$ cat src/timer_regs.svh
// Purpose: register offsets, field positions and reset values of the timer
// Assumes: byte addresses on a 32-bit AHB-Lite bus, one word per register
// Notes: definitions only
`ifndef TIMER_REGS_SVH
`define TIMER_REGS_SVH
// ==========================================================
// offsets
`define TMR_CTRL_OFS 8'h00
`define TMR_COUNT_OFS 8'h04
`define TMR_CMPA_OFS 8'h08
`define TMR_CMPP_OFS 8'h0c
// ==========================================================
// control word fields
`define TMR_RUN_BIT 0
`define TMR_CCLR_BIT 2
`define TMR_DPX_BIT 3
`define TMR_POL_BIT 4
`define TMR_OC_BIT 5
`define TMR_FUNC_LSB 6
`define TMR_MODE_LSB 8
// ==========================================================
// reset values and limits
`define TMR_CTRL_RST 10'h000
`define TMR_CMP_RST 10'h000
`define TMR_COUNT_MAX 10'h3ff
`endif

$ cat src/timer_pkg.sv
// Purpose: types shared by the timer files
// Assumes: ten-bit counter
// Notes: offsets live in timer_regs.svh
package timer_pkg;
   typedef enum logic [1:0] {
      MODE_COMPARE = 2'b00,
      MODE_CAPTURE = 2'b01,
      MODE_PWM_PULSE = 2'b10,
      MODE_TIMER = 2'b11
   } op_mode_t;
   typedef enum logic [1:0] {
      FUNC_RISE = 2'b00,
      FUNC_FALL = 2'b01,
      FUNC_BOTH = 2'b10,
      FUNC_PULSE = 2'b11
   } out_func_t;
   typedef struct packed {
      op_mode_t op_mode;
      out_func_t out_func;
      logic output_level_ctrl;
      logic output_invert;
      logic period_duty_swap;
      logic clear_source_select;
   } ctrl_t;
endpackage

$ cat src/timer_single_pulse_capture.sv
// Purpose: single-pulse output and input-capture modes of a 10-bit timer
// Assumes: timer clock is clk_sys_in; pins are asynchronous
// Notes: AHB-Lite slave, zero wait states, always OKAY
// Behaviour
// - mode 10 with function 11 gives one shot pulse on pulse output
// - run-enable rising starts counter and pulse leading edge
// - trigger pin rising edge sets run-enable in single-pulse mode
// - clearing run-enable ends the pulse
// - compare A match clears run-enable, ending the pulse
// - compare A match in single-pulse mode raises interrupt request
// - single-pulse counter zeroes only on run-enable rising
// - compare P, clear source and swap ignored in single-pulse mode
// - mode 01 selects capture of counter by external input
// - capture edge chosen as rising, falling or both by function
// - capture counter starts on run-enable rising
// - selected edge copies counter into compare A, raises interrupt
// - capture counter runs regardless of captures until run-enable falls
// - compare P match zeroes counter and raises interrupt in capture
// - compare P zero lets capture counter reach full count
// - function 11 in capture disables capture, counter still runs
// - capture mode holds pulse output low; output settings ignored
// - counter is ten bits, maximum 3FF
`include "timer_regs.svh"
module timer_single_pulse_capture (
   input wire logic clk_sys_in,
   input wire logic rst_in,
   input wire logic hsel_in,
   input wire logic [31:0] haddr_in,
   input wire logic [1:0] htrans_in,
   input wire logic hwrite_in,
   input wire logic [2:0] hsize_in,
   input wire logic [31:0] hwdata_in,
   input wire logic hready_in,
   output logic [31:0] hrdata_out,
   output logic hreadyout_out,
   output logic hresp_out,
   input wire logic ext_trigger_pin_in,
   input wire logic capture_input_pin_in,
   output logic pulse_out,
   output logic irq_out
);
   // ==========================================================
   // state
   timer_pkg::ctrl_t ctrl_reg;
   logic counter_run_enable_reg;
   logic run_next;
   logic [9:0] cnt_reg;
   logic [9:0] compare_a_value_reg;
   logic [9:0] compare_p_value_reg;
   logic [2:0] trig_sync_reg;
   logic [2:0] cap_sync_reg;
   logic wr_pend_reg;
   logic [7:0] wr_addr_reg;
   logic sp_mode;
   logic cap_mode;
   logic start;
   logic trig_rise;
   logic cap_hit;
   logic match_a;
   logic match_p;
   logic wr_ctrl;
   logic wr_cmpa;
   logic [31:0] rd_mux;
   // one constant holds the whole control word, run bit included, so both resets agree
   localparam logic [9:0] ctrl_rst_word = `TMR_CTRL_RST;

   // ==========================================================
   // bus slave
   // write data arrives one cycle after the address, so the address is held
   logic addr_ok;
   assign addr_ok = hsel_in & hready_in & htrans_in[1];
   always_ff @(posedge clk_sys_in) begin
      if (rst_in) begin
         wr_pend_reg <= 1'b0;
         wr_addr_reg <= 8'h00;
         hrdata_out <= 32'h0000_0000;
         hreadyout_out <= 1'b0;
         hresp_out <= 1'b0;
      end else begin
         hreadyout_out <= 1'b1;
         hresp_out <= 1'b0;
         wr_pend_reg <= addr_ok & hwrite_in;
         wr_addr_reg <= haddr_in[7:0];
         if (addr_ok & ~hwrite_in) begin
            hrdata_out <= rd_mux;
         end
      end
   end

   always_comb begin
      rd_mux = 32'h0000_0000;
      unique case (haddr_in[7:0])
         `TMR_CTRL_OFS: rd_mux = {22'h00_0000, ctrl_reg, 1'b0, counter_run_enable_reg};
         `TMR_COUNT_OFS: rd_mux = {22'h00_0000, cnt_reg};
         `TMR_CMPA_OFS: rd_mux = {22'h00_0000, compare_a_value_reg};
         `TMR_CMPP_OFS: rd_mux = {22'h00_0000, compare_p_value_reg};
         default: rd_mux = 32'h0000_0000;
      endcase
   end

   assign wr_ctrl = wr_pend_reg & (wr_addr_reg == `TMR_CTRL_OFS);
   assign wr_cmpa = wr_pend_reg & (wr_addr_reg == `TMR_CMPA_OFS);

   // ==========================================================
   // pin synchronisers; stage 2 against stage 3 gives the edges
   always_ff @(posedge clk_sys_in) begin
      if (rst_in) begin
         trig_sync_reg <= 3'h0;
         cap_sync_reg <= 3'h0;
      end else begin
         trig_sync_reg <= {trig_sync_reg[1:0], ext_trigger_pin_in};
         cap_sync_reg <= {cap_sync_reg[1:0], capture_input_pin_in};
      end
   end
   assign trig_rise = trig_sync_reg[1] & ~trig_sync_reg[2];

   // ==========================================================
   // mode decode and comparators
   // pulse mode needs function 11; mode 10 with other codes is pwm, not built here
   assign sp_mode = (ctrl_reg.op_mode == timer_pkg::MODE_PWM_PULSE)
                    & (ctrl_reg.out_func == timer_pkg::FUNC_PULSE);
   assign cap_mode = ctrl_reg.op_mode == timer_pkg::MODE_CAPTURE;
   assign match_a = sp_mode & counter_run_enable_reg & (cnt_reg == compare_a_value_reg);
   // compare P only matters in capture mode; zero means run to full count
   assign match_p = cap_mode & counter_run_enable_reg
                    & (compare_p_value_reg != 10'h000)
                    & (cnt_reg == compare_p_value_reg);

   always_comb begin
      cap_hit = 1'b0;
      if (cap_mode) begin
         unique case (ctrl_reg.out_func)
            timer_pkg::FUNC_RISE: cap_hit = cap_sync_reg[1] & ~cap_sync_reg[2];
            timer_pkg::FUNC_FALL: cap_hit = ~cap_sync_reg[1] & cap_sync_reg[2];
            timer_pkg::FUNC_BOTH: cap_hit = cap_sync_reg[1] ^ cap_sync_reg[2];
            timer_pkg::FUNC_PULSE: cap_hit = 1'b0;
         endcase
      end
   end

   // ==========================================================
   // control and run-enable
   always_comb begin
      run_next = counter_run_enable_reg;
      if (wr_ctrl) begin
         run_next = hwdata_in[`TMR_RUN_BIT];
      end
      if (sp_mode & trig_rise & ~counter_run_enable_reg) begin
         run_next = 1'b1;
      end
      if (match_a) begin
         run_next = 1'b0;
      end
   end
   assign start = run_next & ~counter_run_enable_reg;

   always_ff @(posedge clk_sys_in) begin
      if (rst_in) begin
         counter_run_enable_reg <= ctrl_rst_word[`TMR_RUN_BIT];
         ctrl_reg <= timer_pkg::ctrl_t'(ctrl_rst_word[9:2]);
      end else begin
         counter_run_enable_reg <= run_next;
         if (wr_ctrl) begin
            ctrl_reg <= timer_pkg::ctrl_t'(hwdata_in[9:2]);
         end
      end
   end

   // ==========================================================
   // counter
   always_ff @(posedge clk_sys_in) begin
      if (rst_in) begin
         cnt_reg <= 10'h000;
      end else if (start) begin
         cnt_reg <= 10'h000;
      end else if (counter_run_enable_reg & ~match_a) begin
         if (match_p) begin
            cnt_reg <= 10'h000;
         end else begin
            cnt_reg <= cnt_reg + 10'h001;
         end
      end
   end

   // ==========================================================
   // compare registers; a capture wins over a software write in the same cycle
   always_ff @(posedge clk_sys_in) begin
      if (rst_in) begin
         compare_a_value_reg <= `TMR_CMP_RST;
         compare_p_value_reg <= `TMR_CMP_RST;
      end else begin
         if (cap_hit) begin
            compare_a_value_reg <= cnt_reg;
         end else if (wr_cmpa) begin
            compare_a_value_reg <= hwdata_in[9:0];
         end
         if (wr_pend_reg & (wr_addr_reg == `TMR_CMPP_OFS)) begin
            compare_p_value_reg <= hwdata_in[9:0];
         end
      end
   end

   // ==========================================================
   // outputs
   // level ctrl 1 = active high; invert flips it; forced low when not in pulse mode
   always_ff @(posedge clk_sys_in) begin
      if (rst_in) begin
         pulse_out <= 1'b0;
         irq_out <= 1'b0;
      end else begin
         pulse_out <= sp_mode & ((counter_run_enable_reg ~^ ctrl_reg.output_level_ctrl)
                      ^ ctrl_reg.output_invert);
         irq_out <= match_a | cap_hit | match_p;
      end
   end
endmodule

$ cat config.mk
export PLATFORM = sky130hd
export DESIGN_NAME = timer_single_pulse_capture
export DESIGN_NICKNAME = d
export VERILOG_FILES = /design/src/timer_pkg.sv /design/src/timer_single_pulse_capture.sv
export VERILOG_INCLUDE_DIRS = /design/src
export SDC_FILE = /design/constraint.sdc
export NUM_CORES = 1
export LEC_CHECK = 0
export BUFFER_PORTS_ARGS = -buffer_cell sky130_fd_sc_hd__buf_2
export CAP_MARGIN = 20
export CORE_MARGIN = 2
export CORE_UTILIZATION = 43
export CTS_CLUSTER_DIAMETER = 120
export DETAILED_ROUTE_END_ITERATION = 8
export PLACE_DENSITY = 0.72
export SYNTH_ARGS = -nofsm -noshare
export SYNTH_HDL_FRONTEND = slang
export SYNTH_SLANG_ARGS = --single-unit
$ cat constraint.sdc
create_clock -name clk_sys_in -period 1.58 [get_ports clk_sys_in]
set_input_delay 0.316 -clock clk_sys_in [delete_from_list [all_inputs] [get_ports clk_sys_in]]
set_output_delay 0.316 -clock clk_sys_in [all_outputs]
set_load 0.02 [all_outputs]
# [Word level (Yosys, flattened, before mapping)]
# Cells that the tools add are included.
[classes] n_shift=0 n_lt_le_gt_ge=0 muxes=10 n_bitwise=32 mul=0 n_reduce_logical=6 n_addsub=1 n_eq_ne=12 div_mod_pow=0
[op_table] operator="$pmux W10 S4" n=1
[op_table] operator="$eq A8 B4 Y1 const B" n=4
[op_table] operator="$mux W10" n=3
[op_table] operator="$and A1 B1 Y1" n=21
[op_table] operator="$eq A10 B10 Y1" n=2
[op_table] operator="$logic_not A8 Y1" n=2
[op_table] operator="$add A10 B1 Y10 const B" n=1
[op_table] operator="$reduce_bool A10 Y1" n=1
[op_table] operator="$eq A8 B3 Y1 const B" n=1
[op_table] operator="$eq A2 B2 Y1 const B" n=3
[op_table] operator="$not A1 Y1" n=6
[op_table] operator="$mux W1" n=5
[op_table] operator="$eq A2 B1 Y1 const B" n=2
[op_table] operator="$pmux W1 S4" n=1
[op_table] operator="$logic_not A2 Y1" n=1
[op_table] operator="$or A1 B1 Y1" n=2
[op_table] operator="$reduce_bool A2 Y1" n=1
[op_table] operator="$reduce_or A2 Y1" n=1
[op_table] operator="$xor A1 B1 Y1" n=2
[op_table] operator="$xnor A1 B1 Y1" n=1
[totals] mem_bits_ro=0 wordCells=79 memories=0 in_bits=76 ff_bits=89 latchBits=0 ramBits=0 out_inout_bits=36

# [Depth between registers and ports, before layout]
[depth] depth_word=8 ltp_mapped=8 mapped_depth_nobuf=7

# [Worst setup path before layout]
# No wires, ideal clock.
[synth_path] path_type="flip-flop to flip-flop" start="register cnt_reg[1]" end="register cnt_reg[2]" t_required_ps=1459 setup_ps=121 setup_slack_ps=36 t_arrival_ps=1422 stages_incl_launch_ff=8 path_cell_list="dfxtp_1 -> buf_2 -> xor2_1 -> nor4_1 -> nand4_1 -> buf_2 -> a21oi_1 -> o22ai_1"
[synth_via] elab_chain_cells=5
[synth_rtl] element="start: declaration" line="timer_single_pulse_capture.sv:47" source="logic [9:0] cnt_reg;"
[synth_rtl] element="start signal: assignment" line="timer_single_pulse_capture.sv:180" source="cnt_reg <= cnt_reg + 10'h001;"
[synth_rtl] element="branches (longest 5 deep; another with $add A10 B1 Y10)"
# Several ways; the timed one is not identified.
# A chain may end at the register's enable or synchronous reset.

# [Worst setup path in the final report]
[layout_path] start="register cnt_reg[6]" end="register cnt_reg[4]"
[layout_via] elab_chain_cells=5
[layout_rtl] element="$eq A10 B10 Y1" line="timer_single_pulse_capture.sv:123" source="assign match_a = sp_mode & counter_run_enable_reg & (cnt_reg == compare_a_value_reg);"
[layout_rtl] element="$and A1 B1 Y1" line="timer_single_pulse_capture.sv:123"
[layout_rtl] element="$mux W1" line="timer_single_pulse_capture.sv:151" source="if (match_a) begin"
[layout_rtl] element="$and A1 B1 Y1" line="timer_single_pulse_capture.sv:155" source="assign start = run_next & ~counter_run_enable_reg;"
[layout_rtl] element="$reduce_or A2 Y1 (no line)"
# Parallel ways exist; a longest one is shown, timed or not.

==> impl_metrics.json <==
{
  "cp_max_fo": 7,
  "antenna_cells": 0,
  "timing.final.crit_period_ns": 1.722,
  "avgSynthCellArea_um2": 9.047,
  "fp.dieW_um": 93.65,
  "fillers": 698,
  "grt_max_degree": 48,
  "cts_buffer_depth": 2,
  "cts-root-buf": "clkbuf_8",
  "setup_viol": 12,
  "synth.area.mux_share_pct": 11.69,
  "drtPass1Iterations": 4,
  "drive_above_1_share_pct": 32.89,
  "crit_path_start_kind": "flop",
  "h-tree-depth": 3,
  "grt_pass1_vias": 2848,
  "power_density_nw_per_um2": 789.3,
  "area_growth_pct": 24.40,
  "clock-sinks": 67,
  "syn_area_um2": 3456,
  "layout.area.seq_um2": 1358,
  "skew_ns": 0.008976,
  "rsz0062_at_grt": "true",
  "synth_top_family_by_area": "simple AND/OR/NAND/NOR gates",
  "cts.hold.buffers_added": 0,
  "path_clk_slew_ns": 0.07,
  "globalplace.congestion": 0.9510,
  "cellLeakagePower_nw": 1.953,
  "clk_latency_ns": 0.36,
  "fin_area_um2": 4299,
  "crit_type": "flop to flop",
  "yosys.area_share.simple_pct": 20.71,
  "port_buffers": 38,
  "synth-edff-count": 0,
  "grt.total_usage_pct": 20.83,
  "drc_errors": 0,
  "hpwl_um": 5932,
  "io_pins": 112,
  "fmax_mhz": 580.6,
  "synth_area_leaders": "dfxtp_1 39%, mux2i_1 11%, buf_4 5.9%",
  "worstSetupEndpointType": "flop",
  "antenna_found_initial": 0,
  "cap_violations": 0,
  "finalCritPeriodShare_pct": 109.0,
  "fin_nets": 530,
  "yosys_warnings": 0,
  "tightest_slew_ns": 0.6141,
  "violations": "setup timing",
  "avgViaCountPerCell": 5.287,
  "grt_pass1_wl_um": 14010,
  "dieHeight_um": 93.65,
  "yosys_register_bits": 67,
  "yosysMostFrequentCell": "dfxtp_1",
  "numCtsBuffers": 9,
  "rows": 32,
  "arrival_ns": 1.96,
  "status": "finished, violations left",
  "critPathRequiredTime_ns": 1.82,
  "synth_xor_area_share_pct": 6.010,
  "placement.cell_area_um2": 3849,
  "fin_ws_ns": -0.1423,
  "wl_per_cell_um": 15.75,
  "synth_area_leader_cell": "dfxtp_1",
  "hold_violations": 0,
  "synth_compound_area_share_pct": 11.77,
  "synthAdderAreaFrac_pct": 1.086,
  "multi_input_area_um2": 1988,
  "synth_common_cells": "67 x dfxtp_1, 37 x mux2i_1, 35 x nor2_1",
  "overflow": 0,
  "drtIter0Drc": 208,
  "pre_cts_slack_ns": -0.2237,
  "slew_headroom_pct": 58.97,
  "holdWs_ns": 0.1683,
  "ir_drop_mv": 0.4560,
  "yosysTopAreaCellShare_pct": 38.81,
  "hold_class": "input port to flop",
  "ant_nets": 0,
  "seq_area_frac_synth_pct": 38.81,
  "async_reset_ff_share_pct": 0,
  "slew_viol_final": 0,
  "core_area_um2": 7767,
  "start_util_pct": 44.49,
  "ys.flop_type": "dfxtp_1",
  "vias": 2950,
  "routed_wl_um": 8790,
  "die-area_um2": 8770,
  "ys_types": 49,
  "cts_tree": "built",
  "netlist_instances": 382
}
[through the flow]
step	power, mW	utilization, %	cells	setup TNS (ns)
global route	3.514	55.35	558	-2.054
finish	3.393	55.35	558	-1.093
detailed placement	1.956	49.55	534	-2.485
CTS	3.413	53.64	555	-0.09072
global placement	1.951	49.55	534	-1.950
floorplan	1.921	-	404	0
[power by group]
group / leakage (nW) / total (mW) / switching (mW) / internal [mW]
registers: 0.549 / 1.72 / 0.0110 / 1.71
clock network: 0.0962 / 1.47 / 0.728 / 0.738
logic: 1.31 / 0.209 / 0.142 / 0.0676
total: 1.95 / 3.39 / 0.880 / 2.51
[cell usage in the layout, fill, tap and decap left out, types with 11 or more instances in the layout]
master / Yosys / routed
dfxtp_1: 67 / 54
nor2b_1: 15 / 15
conb_1: 1 / 23
buf_4: 27 / 36
nor2_1: 35 / 34
buf_2: 13 / 38
dfxtp_2: 0 / 13
xor2_1: 11 / 11
mux2i_1: 37 / 37
nand2_1: 31 / 31
[area by class of cell]
cell class | count | area share [%]
Timing Repair Buffer | 85 | 14.12
Sequential cell | 67 | 31.58
Inverter | 5 | 0.4366
Tap cell | 102 | 2.969
Clock inverter | 7 | 1.775
Multi-Input combinational cell | 283 | 46.25
Clock buffer | 9 | 2.881
[cell families after synthesis]
kind of cell,count (synthesis)
mux,39
flops,67
xor+xnor,22
other cells,1
buf+inv,55
simple gates,132
compound gates,63
fa+ha+maj,3
[routing by layer]
metal / share of wire [%] / global-route usage, % / vias to the layer above
met5: 0 / 0 / -
met3: 6.5 / 4.414 / 20
met2: 48 / 33.39 / 112
met1: 43 / 26.74 / 1393
li1: - / - / 1425
met4: 3.1 / 9.903 / 0
[what timing repair did]
item	4_1_cts	5_1_grt
buffers inserted	3	2
gates resized for setup	21	25
setup endpoints to repair	19	29
cloned	2	1
pin swaps	9	13
[final timing paths]
path | slack, ns | endpoint | startpoint | depth (start not counted)
setup / recovery | -0.14 | cnt_reg[4] | cnt_reg[6] | 7
hold / removal | 0.17 | trig_sync_reg[0] | ext_trigger_pin_in | 2
setup reg to reg | -0.14 | cnt_reg[4] | cnt_reg[6] | 7
hold reg to reg | 0.44 | trig_sync_reg[1] | trig_sync_reg[0] | 1
[worst max-delay path, cell delays in order, from the launching register on]
cell and delay [ns]:
dfxtp_2 0.33, buf_6 0.11, xor2_1 0.15, nor4_1 0.36, nand4_1 0.22, buf_6 0.21
a21oi_2 0.13, o22ai_1 0.10
Power figures use the tool's default switching activity.
